**src/rtl/spi_master_pkg.sv**
```systemverilog
// Purpose: shared constants and types of the SPI master control block
// Assumes: 8-bit microcontroller register port, one system clock
// Notes: register offsets are raw port addresses, not word indices

package spi_master_pkg;

	// ****************************************************************
	// Register offsets on the microcontroller port
	// ****************************************************************
	localparam logic [7:0] ADDR_STATUS = 8'h80;
	localparam logic [7:0] ADDR_CONTROL = 8'h84;
	localparam logic [7:0] ADDR_SLAVE_SEL = 8'h88;
	localparam logic [7:0] ADDR_TX_HOLD = 8'h8A;
	localparam logic [7:0] ADDR_RX_HOLD = 8'h8E;

	// ****************************************************************
	// Status bit positions and reset values
	// ****************************************************************
	localparam int STAT_BUSY_BIT = 5;
	localparam int STAT_INT_B_BIT = 4;
	localparam int STAT_TX_EMPTY_BIT = 3;
	localparam int STAT_RX_FULL_BIT = 2;
	localparam logic [7:0] CONTROL_RESET = 8'h00;
	localparam logic [7:0] SLAVE_SEL_RESET = 8'h00;
	localparam logic [7:0] SS_IDLE = 8'hFF;
	localparam logic [7:0] BYTE_RESET = 8'h00;

	// ****************************************************************
	// Serial timing, counted in serial clock half periods; divider base in clocks
	// ****************************************************************
	localparam logic [2:0] SEL_TICKS = 3'h2;
	localparam logic [2:0] HOLD_TICKS = 3'h4;
	localparam logic [4:0] BYTE_EDGES = 5'h10;
	localparam logic [4:0] HALF_DIV_BASE = 5'h02;

	// ****************************************************************
	// Types
	// ****************************************************************
	// Control register layout, bit 7 first
	typedef struct packed {
		logic master_enable;
		logic irq_enable;
		logic start;
		logic [1:0] serial_clock_divider;
		logic clock_phase;
		logic clock_polarity;
		logic rx_sample_edge;
	} master_control_s;

	// One microcontroller bus cycle, strobes one clock long
	typedef struct packed {
		logic [7:0] addr;
		logic [7:0] wdata;
		logic wr;
		logic rd;
	} uc_req_s;

	typedef enum logic [3:0] {
		ST_IDLE = 4'b0001,
		ST_SELECT = 4'b0010,
		ST_SHIFT = 4'b0100,
		ST_HOLD = 4'b1000
	} xfer_state_e;

	// Last count of a half period: 1, 3, 7 or 15, for 2, 4, 8 or 16 clocks
	function automatic logic [4:0] half_limit(input logic [1:0] div);
		half_limit = (HALF_DIV_BASE << div) - 5'h01;
	endfunction

endpackage

```
**src/rtl/spi_byte_shifter.sv**
```systemverilog
// Purpose: transmit and receive shift registers of one byte
// Assumes: load, shift_out and sample are one-clock pulses
// Notes: mosi comes from a flip-flop and holds between shifts

`timescale 1ns/10ps

module spi_byte_shifter
	import spi_master_pkg::*;
(
	input wire logic clk,
	input wire logic rst_b,
	input wire logic clr,
	input wire logic load,
	input wire logic [7:0] load_data,
	input wire logic shift_out,
	input wire logic sample,
	input wire logic miso,
	output logic mosi,
	output logic [7:0] rx_byte
);

	typedef struct packed {
		logic [7:0] tx_sh;
		logic [7:0] rx_sh;
		logic mosi;
	} shift_state_s;

	shift_state_s r;
	shift_state_s r_nxt;

	// ****************************************************************
	// Shift paths; msb leaves first, new bits enter at the lsb
	// ****************************************************************
	always_comb begin
		r_nxt = r;
		if (clr) begin
			r_nxt = '0;
		end else begin
			if (load) begin
				r_nxt.tx_sh = load_data;
			end
			if (shift_out) begin
				r_nxt.mosi = r.tx_sh[7];
				r_nxt.tx_sh = {r.tx_sh[6:0], 1'b0};
			end
			if (sample) begin
				r_nxt.rx_sh = {r.rx_sh[6:0], miso};
			end
		end
	end

	always_ff @(posedge clk) begin
		if (!rst_b) begin
			r <= '0;
		end else begin
			r <= r_nxt;
		end
	end

	assign mosi = r.mosi;
	assign rx_byte = r.rx_sh;

endmodule

```
**src/rtl/spi_clock_divider.sv**
```systemverilog
// Purpose: half-period tick generator for the serial clock
// Assumes: run is held high for the whole time ticks are needed
// Notes: counter restarts from zero each time run rises

`timescale 1ns/10ps

module spi_clock_divider
	import spi_master_pkg::*;
(
	input wire logic clk,
	input wire logic rst_b,
	input wire logic run,
	input wire logic [1:0] div,
	output logic tick
);

	typedef struct packed {
		logic [4:0] cnt;
		logic tick;
	} div_state_s;

	div_state_s r;
	div_state_s r_nxt;

	// ****************************************************************
	// Counter; tick marks the end of each half period
	// ****************************************************************
	always_comb begin
		r_nxt = r;
		r_nxt.tick = 1'b0;
		if (!run) begin
			r_nxt.cnt = 5'h00;
		end else if (r.cnt >= half_limit(div)) begin
			r_nxt.cnt = 5'h00;
			r_nxt.tick = 1'b1;
		end else begin
			r_nxt.cnt = r.cnt + 5'h01;
		end
	end

	always_ff @(posedge clk) begin
		if (!rst_b) begin
			r <= '0;
		end else begin
			r <= r_nxt;
		end
	end

	assign tick = r.tick;

endmodule

```
**src/rtl/spi_master_ctrl.sv**
```systemverilog
// Purpose: register file, flags, interrupt and transfer sequencing
// Assumes: bus strobes are one clock long and synchronous to clk
// Notes: read data appears one clock after the read strobe

`timescale 1ns/10ps

// Summary of operation
// - Transmit-empty flag sets when holding byte is taken, clears on write.
// - Interrupt on transmit-empty rising while enabled and start is 1.
// - Transmit-empty and receive-full flags also drive output pins.
// - Receive-full flag sets on received byte, clears on register read.
// - Interrupt on receive-full rising while enabled and start is 0.
// - Status bits 1 and 0 always read as zero.
// - Master enable gates transfers and the interrupt; zero idles the master but keeps registers and flags.
// - Interrupt enable masks the request but keeps the pending cause.
// - Start high with a byte waiting begins shifting it out.
// - Every byte shifted in is stored in the receive holding register.
// - Bytes keep flowing while start stays high, back to back with select held low only for clock phase 1.
// - Divider code selects serial clock as clock over 4, 8, 16, 32.
// - Clock phase picks first or second edge for valid data.
// - Clock polarity sets the idle level of the serial clock while master enable is 1.
// - Sample edge bit selects falling or rising edge for incoming data.
// - Pending interrupt clears on transmit write or receive read.
module spi_master_ctrl
	import spi_master_pkg::*;
(
	input wire logic clk,
	input wire logic rst_b,
	input spi_master_pkg::uc_req_s uc_req,
	output logic [7:0] uc_rdata,
	output logic irq_req_b,
	output logic tx_holding_empty,
	output logic rx_holding_full,
	output logic sck,
	output logic mosi,
	input wire logic miso,
	output logic [7:0] ss_b
);

	// ****************************************************************
	// State of the block
	// ****************************************************************
	typedef struct packed {
		master_control_s ctrl;
		logic [7:0] slave_sel;
		logic [7:0] tx_holding_reg;
		logic [7:0] rx_holding_reg;
		logic tx_holding_empty;
		logic rx_holding_full;
		logic int_pend;
		logic irq_req_b;
		logic [7:0] rdata;
		xfer_state_e state;
		logic [4:0] edge_cnt;
		logic [2:0] tick_cnt;
		logic byte_end;
		logic sck;
		logic [7:0] ss_b;
	} ctrl_state_s;

	ctrl_state_s r;
	ctrl_state_s r_nxt;

	// Strobes to the helpers, decided in the same clock
	logic div_run;
	logic tick;
	logic sh_clr;
	logic sh_load;
	logic sh_shift;
	logic sh_sample;
	logic [7:0] rx_byte;
	logic [7:0] status_word;

	// Bus decodes
	logic wr_ctrl;
	logic wr_sel;
	logic wr_tx;
	logic rd_rx;

	// Edge bookkeeping
	logic [4:0] edge_next;
	logic sck_next;
	logic go;
	logic tx_rise;
	logic rx_rise;

	// ****************************************************************
	// Helpers
	// ****************************************************************
	// Divider only runs while a frame is on the wire, so each frame
	// starts on a clean half period
	spi_clock_divider u_div (
		.clk(clk),
		.rst_b(rst_b),
		.run(div_run),
		.div(r.ctrl.serial_clock_divider),
		.tick(tick)
	);

	spi_byte_shifter u_shift (
		.clk(clk),
		.rst_b(rst_b),
		.clr(sh_clr),
		.load(sh_load),
		.load_data(r.tx_holding_reg),
		.shift_out(sh_shift),
		.sample(sh_sample),
		.miso(miso),
		.mosi(mosi),
		.rx_byte(rx_byte)
	);

	// ****************************************************************
	// Bus decode and status word
	// ****************************************************************
	// One strobe meeting one register address; the same compare serves
	// every write decode and the receive read decode, so all of them treat the address alike
	function automatic logic reg_hit(input logic strobe,
		input logic [7:0] addr, input logic [7:0] target);
		reg_hit = strobe && (addr == target);
	endfunction

	assign wr_ctrl = reg_hit(uc_req.wr, uc_req.addr, ADDR_CONTROL);
	assign wr_sel = reg_hit(uc_req.wr, uc_req.addr, ADDR_SLAVE_SEL);
	assign wr_tx = reg_hit(uc_req.wr, uc_req.addr, ADDR_TX_HOLD);
	// Only the receive register has a read side effect
	assign rd_rx = reg_hit(uc_req.rd, uc_req.addr, ADDR_RX_HOLD);

	// Pending bit reads active low; bits 7, 6 and 1..0 read zero
	always_comb begin
		status_word = 8'h00;
		status_word[STAT_BUSY_BIT] = (r.state != ST_IDLE);
		status_word[STAT_INT_B_BIT] = !r.int_pend;
		status_word[STAT_TX_EMPTY_BIT] = r.tx_holding_empty;
		status_word[STAT_RX_FULL_BIT] = r.rx_holding_full;
	end

	// Serial edge arithmetic, valid when a tick arrives in the shift state
	// Even edge counts land the clock back on its idle level
	assign edge_next = r.edge_cnt + 5'h01;
	assign sck_next = r.ctrl.clock_polarity ^ edge_next[0];

	// Start request is a level: a byte waiting with start high.
	// The clock must already rest at its idle level; a polarity change
	// written together with start would otherwise move the clock in
	// the same edge as select and hand the slave a false edge.
	assign go = r.ctrl.master_enable && r.ctrl.start &&
		!r.tx_holding_empty && (r.sck == r.ctrl.clock_polarity);

	// ****************************************************************
	// Next state
	// ****************************************************************
	always_comb begin
		r_nxt = r;
		div_run = 1'b0;
		sh_clr = 1'b0;
		sh_load = 1'b0;
		sh_shift = 1'b0;
		sh_sample = 1'b0;
		tx_rise = 1'b0;
		rx_rise = 1'b0;
		r_nxt.byte_end = 1'b0;

		// Register writes
		if (wr_ctrl) begin
			r_nxt.ctrl = master_control_s'(uc_req.wdata);
		end
		if (wr_sel) begin
			r_nxt.slave_sel = uc_req.wdata;
		end

		// Transfer sequencing; while enabled, idle keeps the clock at its polarity and
		// select only rises again at the end of hold, so the slave never
		// sees an edge outside a frame
		unique case (r.state)
			ST_IDLE: begin
				r_nxt.sck = r.ctrl.clock_polarity &&
					r.ctrl.master_enable;
				r_nxt.ss_b = SS_IDLE;
				if (go) begin
					// Byte leaves the holding register here
					sh_load = 1'b1;
					tx_rise = 1'b1;
					r_nxt.tx_holding_empty = 1'b1;
					r_nxt.ss_b = ~r.slave_sel;
					r_nxt.tick_cnt = 3'h0;
					r_nxt.state = ST_SELECT;
				end
			end
			ST_SELECT: begin
				// Select leads the first clock edge by three half periods plus one clock
				div_run = 1'b1;
				if (tick) begin
					r_nxt.tick_cnt = r.tick_cnt + 3'h1;
					if (r.tick_cnt + 3'h1 == SEL_TICKS) begin
						// Phase 0 needs data out before edge one
						sh_shift = !r.ctrl.clock_phase;
						r_nxt.edge_cnt = 5'h00;
						r_nxt.state = ST_SHIFT;
					end
				end
			end
			ST_SHIFT: begin
				div_run = 1'b1;
				if (r.byte_end) begin
					// Byte's last sample (edge 15 or 16) is now in the shifter
					r_nxt.rx_holding_reg = rx_byte;
					r_nxt.rx_holding_full = 1'b1;
					rx_rise = !r.rx_holding_full;
					r_nxt.edge_cnt = 5'h00;
					if (go && r.ctrl.clock_phase) begin
						// Phase 1 keeps select low between bytes
						sh_load = 1'b1;
						tx_rise = 1'b1;
						r_nxt.tx_holding_empty = 1'b1;
					end else begin
						// Phase 0 must drop select; idle restarts
						r_nxt.tick_cnt = 3'h0;
						r_nxt.state = ST_HOLD;
					end
				end else if (tick && (r.edge_cnt != BYTE_EDGES)) begin
					r_nxt.edge_cnt = edge_next;
					r_nxt.sck = sck_next;
					// Odd edges lead for phase 1, even for phase 0
					sh_shift = (edge_next[0] == r.ctrl.clock_phase) &&
						(edge_next != BYTE_EDGES);
					sh_sample = (sck_next ==
						r.ctrl.rx_sample_edge);
					r_nxt.byte_end = (edge_next == BYTE_EDGES);
				end
			end
			ST_HOLD: begin
				// Clock parked, select held two periods after last edge
				div_run = 1'b1;
				r_nxt.sck = r.ctrl.clock_polarity;
				if (tick) begin
					r_nxt.tick_cnt = r.tick_cnt + 3'h1;
					if (r.tick_cnt + 3'h1 == HOLD_TICKS) begin
						r_nxt.ss_b = SS_IDLE;
						r_nxt.state = ST_IDLE;
					end
				end
			end
		endcase

		// Fresh byte from software; beats a same-cycle take, since the
		// taken byte is already in the shifter and this one is new
		if (wr_tx) begin
			r_nxt.tx_holding_reg = uc_req.wdata;
			r_nxt.tx_holding_empty = 1'b0;
			tx_rise = 1'b0;
		end

		// Read clears full unless a byte lands in the same cycle
		if (rd_rx && !(r.state == ST_SHIFT && r.byte_end)) begin
			r_nxt.rx_holding_full = 1'b0;
		end

		// Pending cause: clears on access, a new cause wins
		if (wr_tx || rd_rx) begin
			r_nxt.int_pend = 1'b0;
		end
		if (tx_rise && r.ctrl.start) begin
			r_nxt.int_pend = 1'b1;
		end
		if (rx_rise && !r.ctrl.start) begin
			r_nxt.int_pend = 1'b1;
		end

		// Disable drops any frame at once and parks the bus
		// Registers and flags survive, so software need not reload them
		if (!r.ctrl.master_enable) begin
			div_run = 1'b0;
			sh_clr = 1'b1;
			sh_load = 1'b0;
			sh_shift = 1'b0;
			sh_sample = 1'b0;
			r_nxt.state = ST_IDLE;
			r_nxt.byte_end = 1'b0;
			r_nxt.sck = 1'b0;
			r_nxt.ss_b = SS_IDLE;
		end

		// Request line masked, cause kept underneath
		r_nxt.irq_req_b = !(r_nxt.int_pend && r_nxt.ctrl.irq_enable &&
			r_nxt.ctrl.master_enable);

		// Read data registered; last value held between reads
		// Unmapped addresses read zero so probing sees no stale byte
		if (uc_req.rd) begin
			unique case (uc_req.addr)
				ADDR_STATUS: r_nxt.rdata = status_word;
				ADDR_CONTROL: r_nxt.rdata = r.ctrl;
				ADDR_SLAVE_SEL: r_nxt.rdata = r.slave_sel;
				ADDR_TX_HOLD: r_nxt.rdata = r.tx_holding_reg;
				ADDR_RX_HOLD: r_nxt.rdata = r.rx_holding_reg;
				default: r_nxt.rdata = 8'h00;
			endcase
		end
	end

	// ****************************************************************
	// State register
	// ****************************************************************
	// Reset spelled out field by field so the levels after reset are
	// plain to see; the transmit flag starts set because nothing waits
	// to be sent, and the selects start released
	always_ff @(posedge clk) begin
		if (!rst_b) begin
			r.ctrl <= master_control_s'(CONTROL_RESET);
			r.slave_sel <= SLAVE_SEL_RESET;
			r.tx_holding_reg <= BYTE_RESET;
			r.rx_holding_reg <= BYTE_RESET;
			r.tx_holding_empty <= 1'b1;
			r.rx_holding_full <= 1'b0;
			r.int_pend <= 1'b0;
			r.irq_req_b <= 1'b1;
			r.rdata <= BYTE_RESET;
			r.state <= ST_IDLE;
			r.edge_cnt <= 5'h00;
			r.tick_cnt <= 3'h0;
			r.byte_end <= 1'b0;
			r.sck <= 1'b0;
			r.ss_b <= SS_IDLE;
		end else begin
			r <= r_nxt;
		end
	end

	// ****************************************************************
	// Outputs, all from flip-flops
	// ****************************************************************
	assign uc_rdata = r.rdata;
	assign irq_req_b = r.irq_req_b;
	assign tx_holding_empty = r.tx_holding_empty;
	assign rx_holding_full = r.rx_holding_full;
	assign sck = r.sck;
	assign ss_b = r.ss_b;

endmodule

```
**config.mk**
```make
export PLATFORM = sky130hd
export DESIGN_NAME = spi_master_ctrl
export DESIGN_NICKNAME = d
export VERILOG_FILES = /design/src/rtl/spi_master_pkg.sv /design/src/rtl/spi_byte_shifter.sv /design/src/rtl/spi_clock_divider.sv /design/src/rtl/spi_master_ctrl.sv
export SDC_FILE = /design/constraint.sdc
export NUM_CORES = 1
export LEC_CHECK = 0
export BUFFER_PORTS_ARGS = -buffer_cell sky130_fd_sc_hd__clkbuf_2
export CAP_MARGIN = 20
export CORE_UTILIZATION = 59
export DETAILED_ROUTE_END_ITERATION = 10
export GPL_ROUTABILITY_DRIVEN = 0
export PLACE_DENSITY = 0.89
export SKIP_CTS_REPAIR_TIMING = 1
export SLEW_MARGIN = 20
export SYNTH_ARGS = -nofsm -noshare
export SYNTH_HDL_FRONTEND = slang
export SYNTH_SLANG_ARGS = --single-unit
```
**constraint.sdc**
```tcl
create_clock -name clk -period 2.88 [get_ports clk]
set_clock_uncertainty 0.15 [all_clocks]
set_input_delay 0.288 -clock clk [delete_from_list [all_inputs] [get_ports clk]]
set_output_delay 0.288 -clock clk [all_outputs]
set_load 0.05 [all_outputs]
```
* Yosys cells after proc, flatten, opt, wreduce, memory -nomap -nowiden *
Index checks and enable logic that the tools add are counted.

word-level totals
  output and inout bits = 21
  flip-flop bits (word level) = 89
  logic and storage cells = 171
  bits of input ports = 21

operators by class
  equal/unequal tests = 31
  magnitude comparators = 1
  shifts and indexed selects = 1
  mux-type cells = 56
  bitwise gates (word level) = 7
  reduce and logical (&&, ||, !) cells = 44
  $add $sub $neg = 4

operators by type and width
  cell                 count
  $mux 8               6
  $eq 8x8->1 const B   5
  $pmux 8 s5           1
  $mux 1               27
  $mux 4               5
  $logic_and 1x1->1    17
  $pmux 4 s4           1
  $pmux 8 s2           1
  $ne 2x2->1 const B   7
  $mux 12              1
  $mux 3               4
  $ne 3x3->1 const B   4
  $pmux 3 s4           1
  $add 5x1->5 const B  2
  $mux 5               2
  $ne 5x5->1 const B   2
  $pmux 5 s2           1
  $mux 9               1
  $reduce_or 3->1      3
  $not 8->8            1
  $reduce_and 4->1     2
  $logic_not 1->1      7
  $reduce_and 7->1     1
  $pmux 1 s2           3
  26 further kinds     39

* Depth between registers and ports, before layout *
  depth after elaboration = 14
  mapped depth = 7
  depth with buffers taken out = 7

* Hierarchy *
From an unflattened synthesis, not the netlist that was laid out.

second synthesis, totals
  cell total of the unflattened synthesis = 515
  area total of the unflattened synthesis = 4616.9 um^2

modules (own cells, without submodules)
  module             sequential area each (um^2)  area each (um^2)  times used  cells each
  spi_master_ctrl    1321.3                       3535.9            1           410
  spi_byte_shifter   340.3                        764.5             1           73
  spi_clock_divider  120.1                        316.6             1           32

* Least setup slack after synthesis *
Ideal clock, no wire load.

  kind = register -> register
  from = register tx_holding_empty (netlist name)
  to = register r[12] in the netlist's numbering
  data arrival time = 2102 ps
  data required time = 2660 ps
  setup slack = 557 ps
  setup time = 70 ps
  cell stages (with the launch flop) = 7
  buffers on the path = 1
  period minus slack after synthesis = 2323 ps
  cells stage by stage = dfxtp_1 -> and3b_1 -> and4_1 -> or3_1 -> buf_4 -> or4_1 -> a21oi_1

on the way
  cells in the longest elaborated chain, start to end = 6
  elaborated cells between the ends (all ways) = 7
  classes of those cells = 2 x eq/ne; 5 x reduce/logical

ends and longest elaborated chain
  what                          line                    source
  $logic_not 1->1 *             spi_master_ctrl.sv:148  !r.tx_holding_empty && (r.sck == r.ctrl.clock_polarity);
  $logic_and 1x1->1 *           spi_master_ctrl.sv:147  assign go = r.ctrl.master_enable && r.ctrl.start &&
  $logic_and 1x1->1 *           spi_master_ctrl.sv:148
  $logic_and 1x1->1             spi_master_ctrl.sv:211  if (go && r.ctrl.clock_phase) begin
  $ne 2x2->1 (no line)          -
  $reduce_and 5->1 (no line) *  -
  end signal, assigned          spi_master_ctrl.sv:326  r <= r_nxt;
  end, declared                 spi_master_ctrl.sv:61   ctrl_state_s r;

Every way passes the cells marked *; elsewhere a longest branch is shown, timed or not.
A chain may end at the register's enable or synchronous reset.

* Worst setup path after layout *
  from = register r[21] in the netlist's numbering
  to = register r[15] in the netlist's numbering

on the way
  cells in the longest elaborated chain, start to end = 3
  elaborated cells between the ends (all ways) = 8
  classes of those cells = 5 x eq/ne; 1 x mux; 2 x reduce/logical

ends and longest elaborated chain
  what                                          line                    source
  $eq 4x3->1 or $eq 4x2->1 (tied branches)      spi_master_ctrl.sv:175  unique case (r.state)
  $ne 3x3->1 (no line) (tied with other cells)  -
  $reduce_and 4->1 (no line)                    -

Parallel ways exist; a longest one is shown, timed or not.

==> impl_metrics.csv <==
group,metric,value,unit
hold_path,hp-class,"primary input to register",
cells_and_area,post-route-util,0.658,
power,seq_power_share,0.591,
clock_network,cts_tree,"done",
cells_and_area,fin_nets,535,
cells_and_area,fin_cells,609,
synth,netlist.area_leader.share,0.402,
route,drcViolationCount,0,
global_routing,globalRoute.totalOverflow,0,
global_routing,grt_max_degree,25,
power,p_sw,506,uW
die,die_area,0.00787,sq mm
power,total_power,2.08,mW
worst_setup_path,path_max_fanout,15,
worst_setup_path,critPathArrivalTime,2.78,ns
placement,placed_cells,593,
global_routing,grt_pass1_wl,16100,microns
die,io_pins,42,
clock_network,cts_root_buffer,"clkbuf_8",
power,peakVddDrop,0.000300,V
outcome,status,"finished clean",
clock_network,clkSlewWorstSetupHoldPaths,0.09,ns
die,initial_core_util,0.611,
worst_setup_path,path_class,"register to register",
synth,synth-async-reset-ratio,0,
timing,worstMarginPinSlew,0.718,ns
timing,hold_violations,0,
route,wire_per_inst,17.0,microns
global_routing,grt_pass1_vias,3383,
synth,ys_ff_latch,89,
power,pwr-share-comb,0.032,
synth,ys_seq_area_frac,0.402,
cells_and_area,syn2layout_area_growth,7.56,%
timing,grt_setup_unrepaired,"false",
route,wl,10400,microns
die,die_y,88.7,microns
timing,finalSetupViolCount,0,
timing,fin_ws,0.205,ns
synth,syn-num-nets,519,
route,firstDrtPassIters,6,
timing,drv_slew,0,
synth,yosys-top-cells-area,"dfxtp_1, mux2i_1, nor2_1",
timing,fin_crit_sh,0.929,
cells_and_area,drive_gt1_frac,0.165,
die,dieWidth,88.7,microns
power,leakage,1.90,nW
synth,synth_most_common_cell,"dfxtp_1",
cells_and_area,nFillCells,568,
placement,place_ws,0.236,ns
synth,synth-edff-count,0,
synth,synthFlopType,"dfxtp_1",
clock_network,cts.sinks,89,
route,via_per_inst,6.19,
timing,relSlewSlack,0.517,
timing,clock.fmax,0.374,GHz
placement,portBuffers,41,
clock_network,clk_path_buf_depth,2,
synth,synth.distinct_cells,66,
placement,dpl.hpwl,7480,microns
clock_network,numCtsBuffers,9,
synth,syn_avg_cell_area,9.07,sq um
clock_network,insertion_delay,0.37,ns
die,rows,31,
synth,synthCells,489,
route,vias,3767,
synth,ys.warnings.count,0,
route,first_iter_violations,356,
run,drv_cap,0,
global_routing,antenna_found_initial,0,
worst_setup_path,critPathLaunchType,"register",
synth,synth_top_area_cell,"dfxtp_1",
cells_and_area,antenna_cells,0,
timing,setup_tns,0,ns
route,ant_nets,0,
worst_setup_path,worstPathRequired,2.99,ns
synth,synth_common_cells,"dfxtp_1, mux2i_1, nor2_1",
die,fp.coreArea,0.00725,sq mm
clock_network,htreeDepth,3,
power,clockPowerShare,0.377,
synth,netlist_area,0.00443,sq mm
timing,fin_crit,2.68,ns
power,power.density,436,mW/mm^2
worst_setup_path,end_kind,"register",
power,p_int,1.58,mW
power,swShare,0.243,
global_routing,grt.total_usage,0.272,
sequential cells by signal, indices dropped and copies added (netlist names), 5 cells and up:
name,count
r,46
ss_b,8
u_shift.r,8
u_shift.rx_byte,8
uc_rdata,8
u_div.r,5
critical path, cell delays in order (launching register included):
cell and delay, ns:
dfxtp_1 0.62, or4b_2 0.64, a31oi_2 0.31, or3_1 0.35, o22ai_2 0.20, a311oi_1 0.30
kinds of logic (layout without fill, tap and decap cells):
kind of cell | count (synthesis) | count (layout) | synth area share
and+or+nand+nor | 182 | 182 | 0.227
adders and majority gates | 9 | 9 | 0.0254
muxes | 52 | 52 | 0.118
xor gates and xnor gates | 12 | 12 | 0.0237
DFF | 89 | 89 | 0.402
buffers and inverters | 54 | 75 | 0.0649
AOI/OAI and AO/OA | 91 | 91 | 0.139
final timing paths:
path / startpoint / end / slack, ns / cells past startpoint
worst max-delay path: r[21] / r[15] / 0.20 / 5
worst min-delay path: uc_req[8] / r[56] / 0.05 / 3
worst max register to register: r[21] / r[15] / 0.20 / 5
worst min register to register: r[35] / r[35] / 0.32 / 2
cell type report:
type / count / area, sq um / area share
clock buffers: 10 / 128 / 0.0268
clock inverters: 6 / 56.3 / 0.0118
inverters: 10 / 37.5 / 0.00787
multi-input cells: 346 / 2380 / 0.498
flip-flops and latches: 89 / 1780 / 0.374
well taps: 99 / 124 / 0.0260
repair buffers: 49 / 265 / 0.0556
metrics by stage:
step | hold WS (ns) | area (sq um)
2_1_floorplan | 0.280 | 4430
4_1_cts | 0.0437 | 4770
3_3_place_gp | 0.294 | 4590
5_1_grt | 0.0442 | 4770
6_report | 0.0467 | 4770
3_5_place_dp | 0.303 | 4590
layout by cell type (no fill, tap or decap), types with 5 or more instances in the layout:
cell | netlist | routed
a21oi_1 | 25 | 25
a22o_1 | 5 | 5
a22oi_1 | 6 | 6
a31o_1 | 7 | 7
and2_1 | 5 | 5
buf_4 | 17 | 8
clkbuf_2 | 0 | 41
clkbuf_8 | 0 | 9
dfxtp_1 | 89 | 89
ha_1 | 9 | 9
inv_1 | 9 | 9
mux2i_1 | 50 | 50
nand2_1 | 36 | 36
nand2b_1 | 6 | 6
nand3_1 | 21 | 21
nand4_1 | 10 | 10
nor2_1 | 48 | 48
nor4_1 | 11 | 11
o21ai_0 | 17 | 17
o22ai_1 | 6 | 6
or3_1 | 6 | 6
xnor2_1 | 7 | 7
xor2_1 | 5 | 5
metal layers:
metal | vias up | share of wire | track usage
met3 | 32 | 0.071 | 0.0653
met5 | - | 0 | 0
li1 | 1786 | - | -
met1 | 1777 | 0.43 | 0.344
met2 | 172 | 0.47 | 0.439
met4 | 0 | 0.029 | 0.129
power by group through the flow:
stage                     registers (mW)  clock network [mW]  logic (mW)
after floorplan                     1.26                   0      0.0364
after global placement              1.26                   0      0.0627
after detailed placement            1.26                   0      0.0650
after CTS                           1.23               0.796      0.0654
after global routing                1.23               0.846      0.0718
final                               1.23               0.784      0.0663
(Power assumes the default switching activity.)
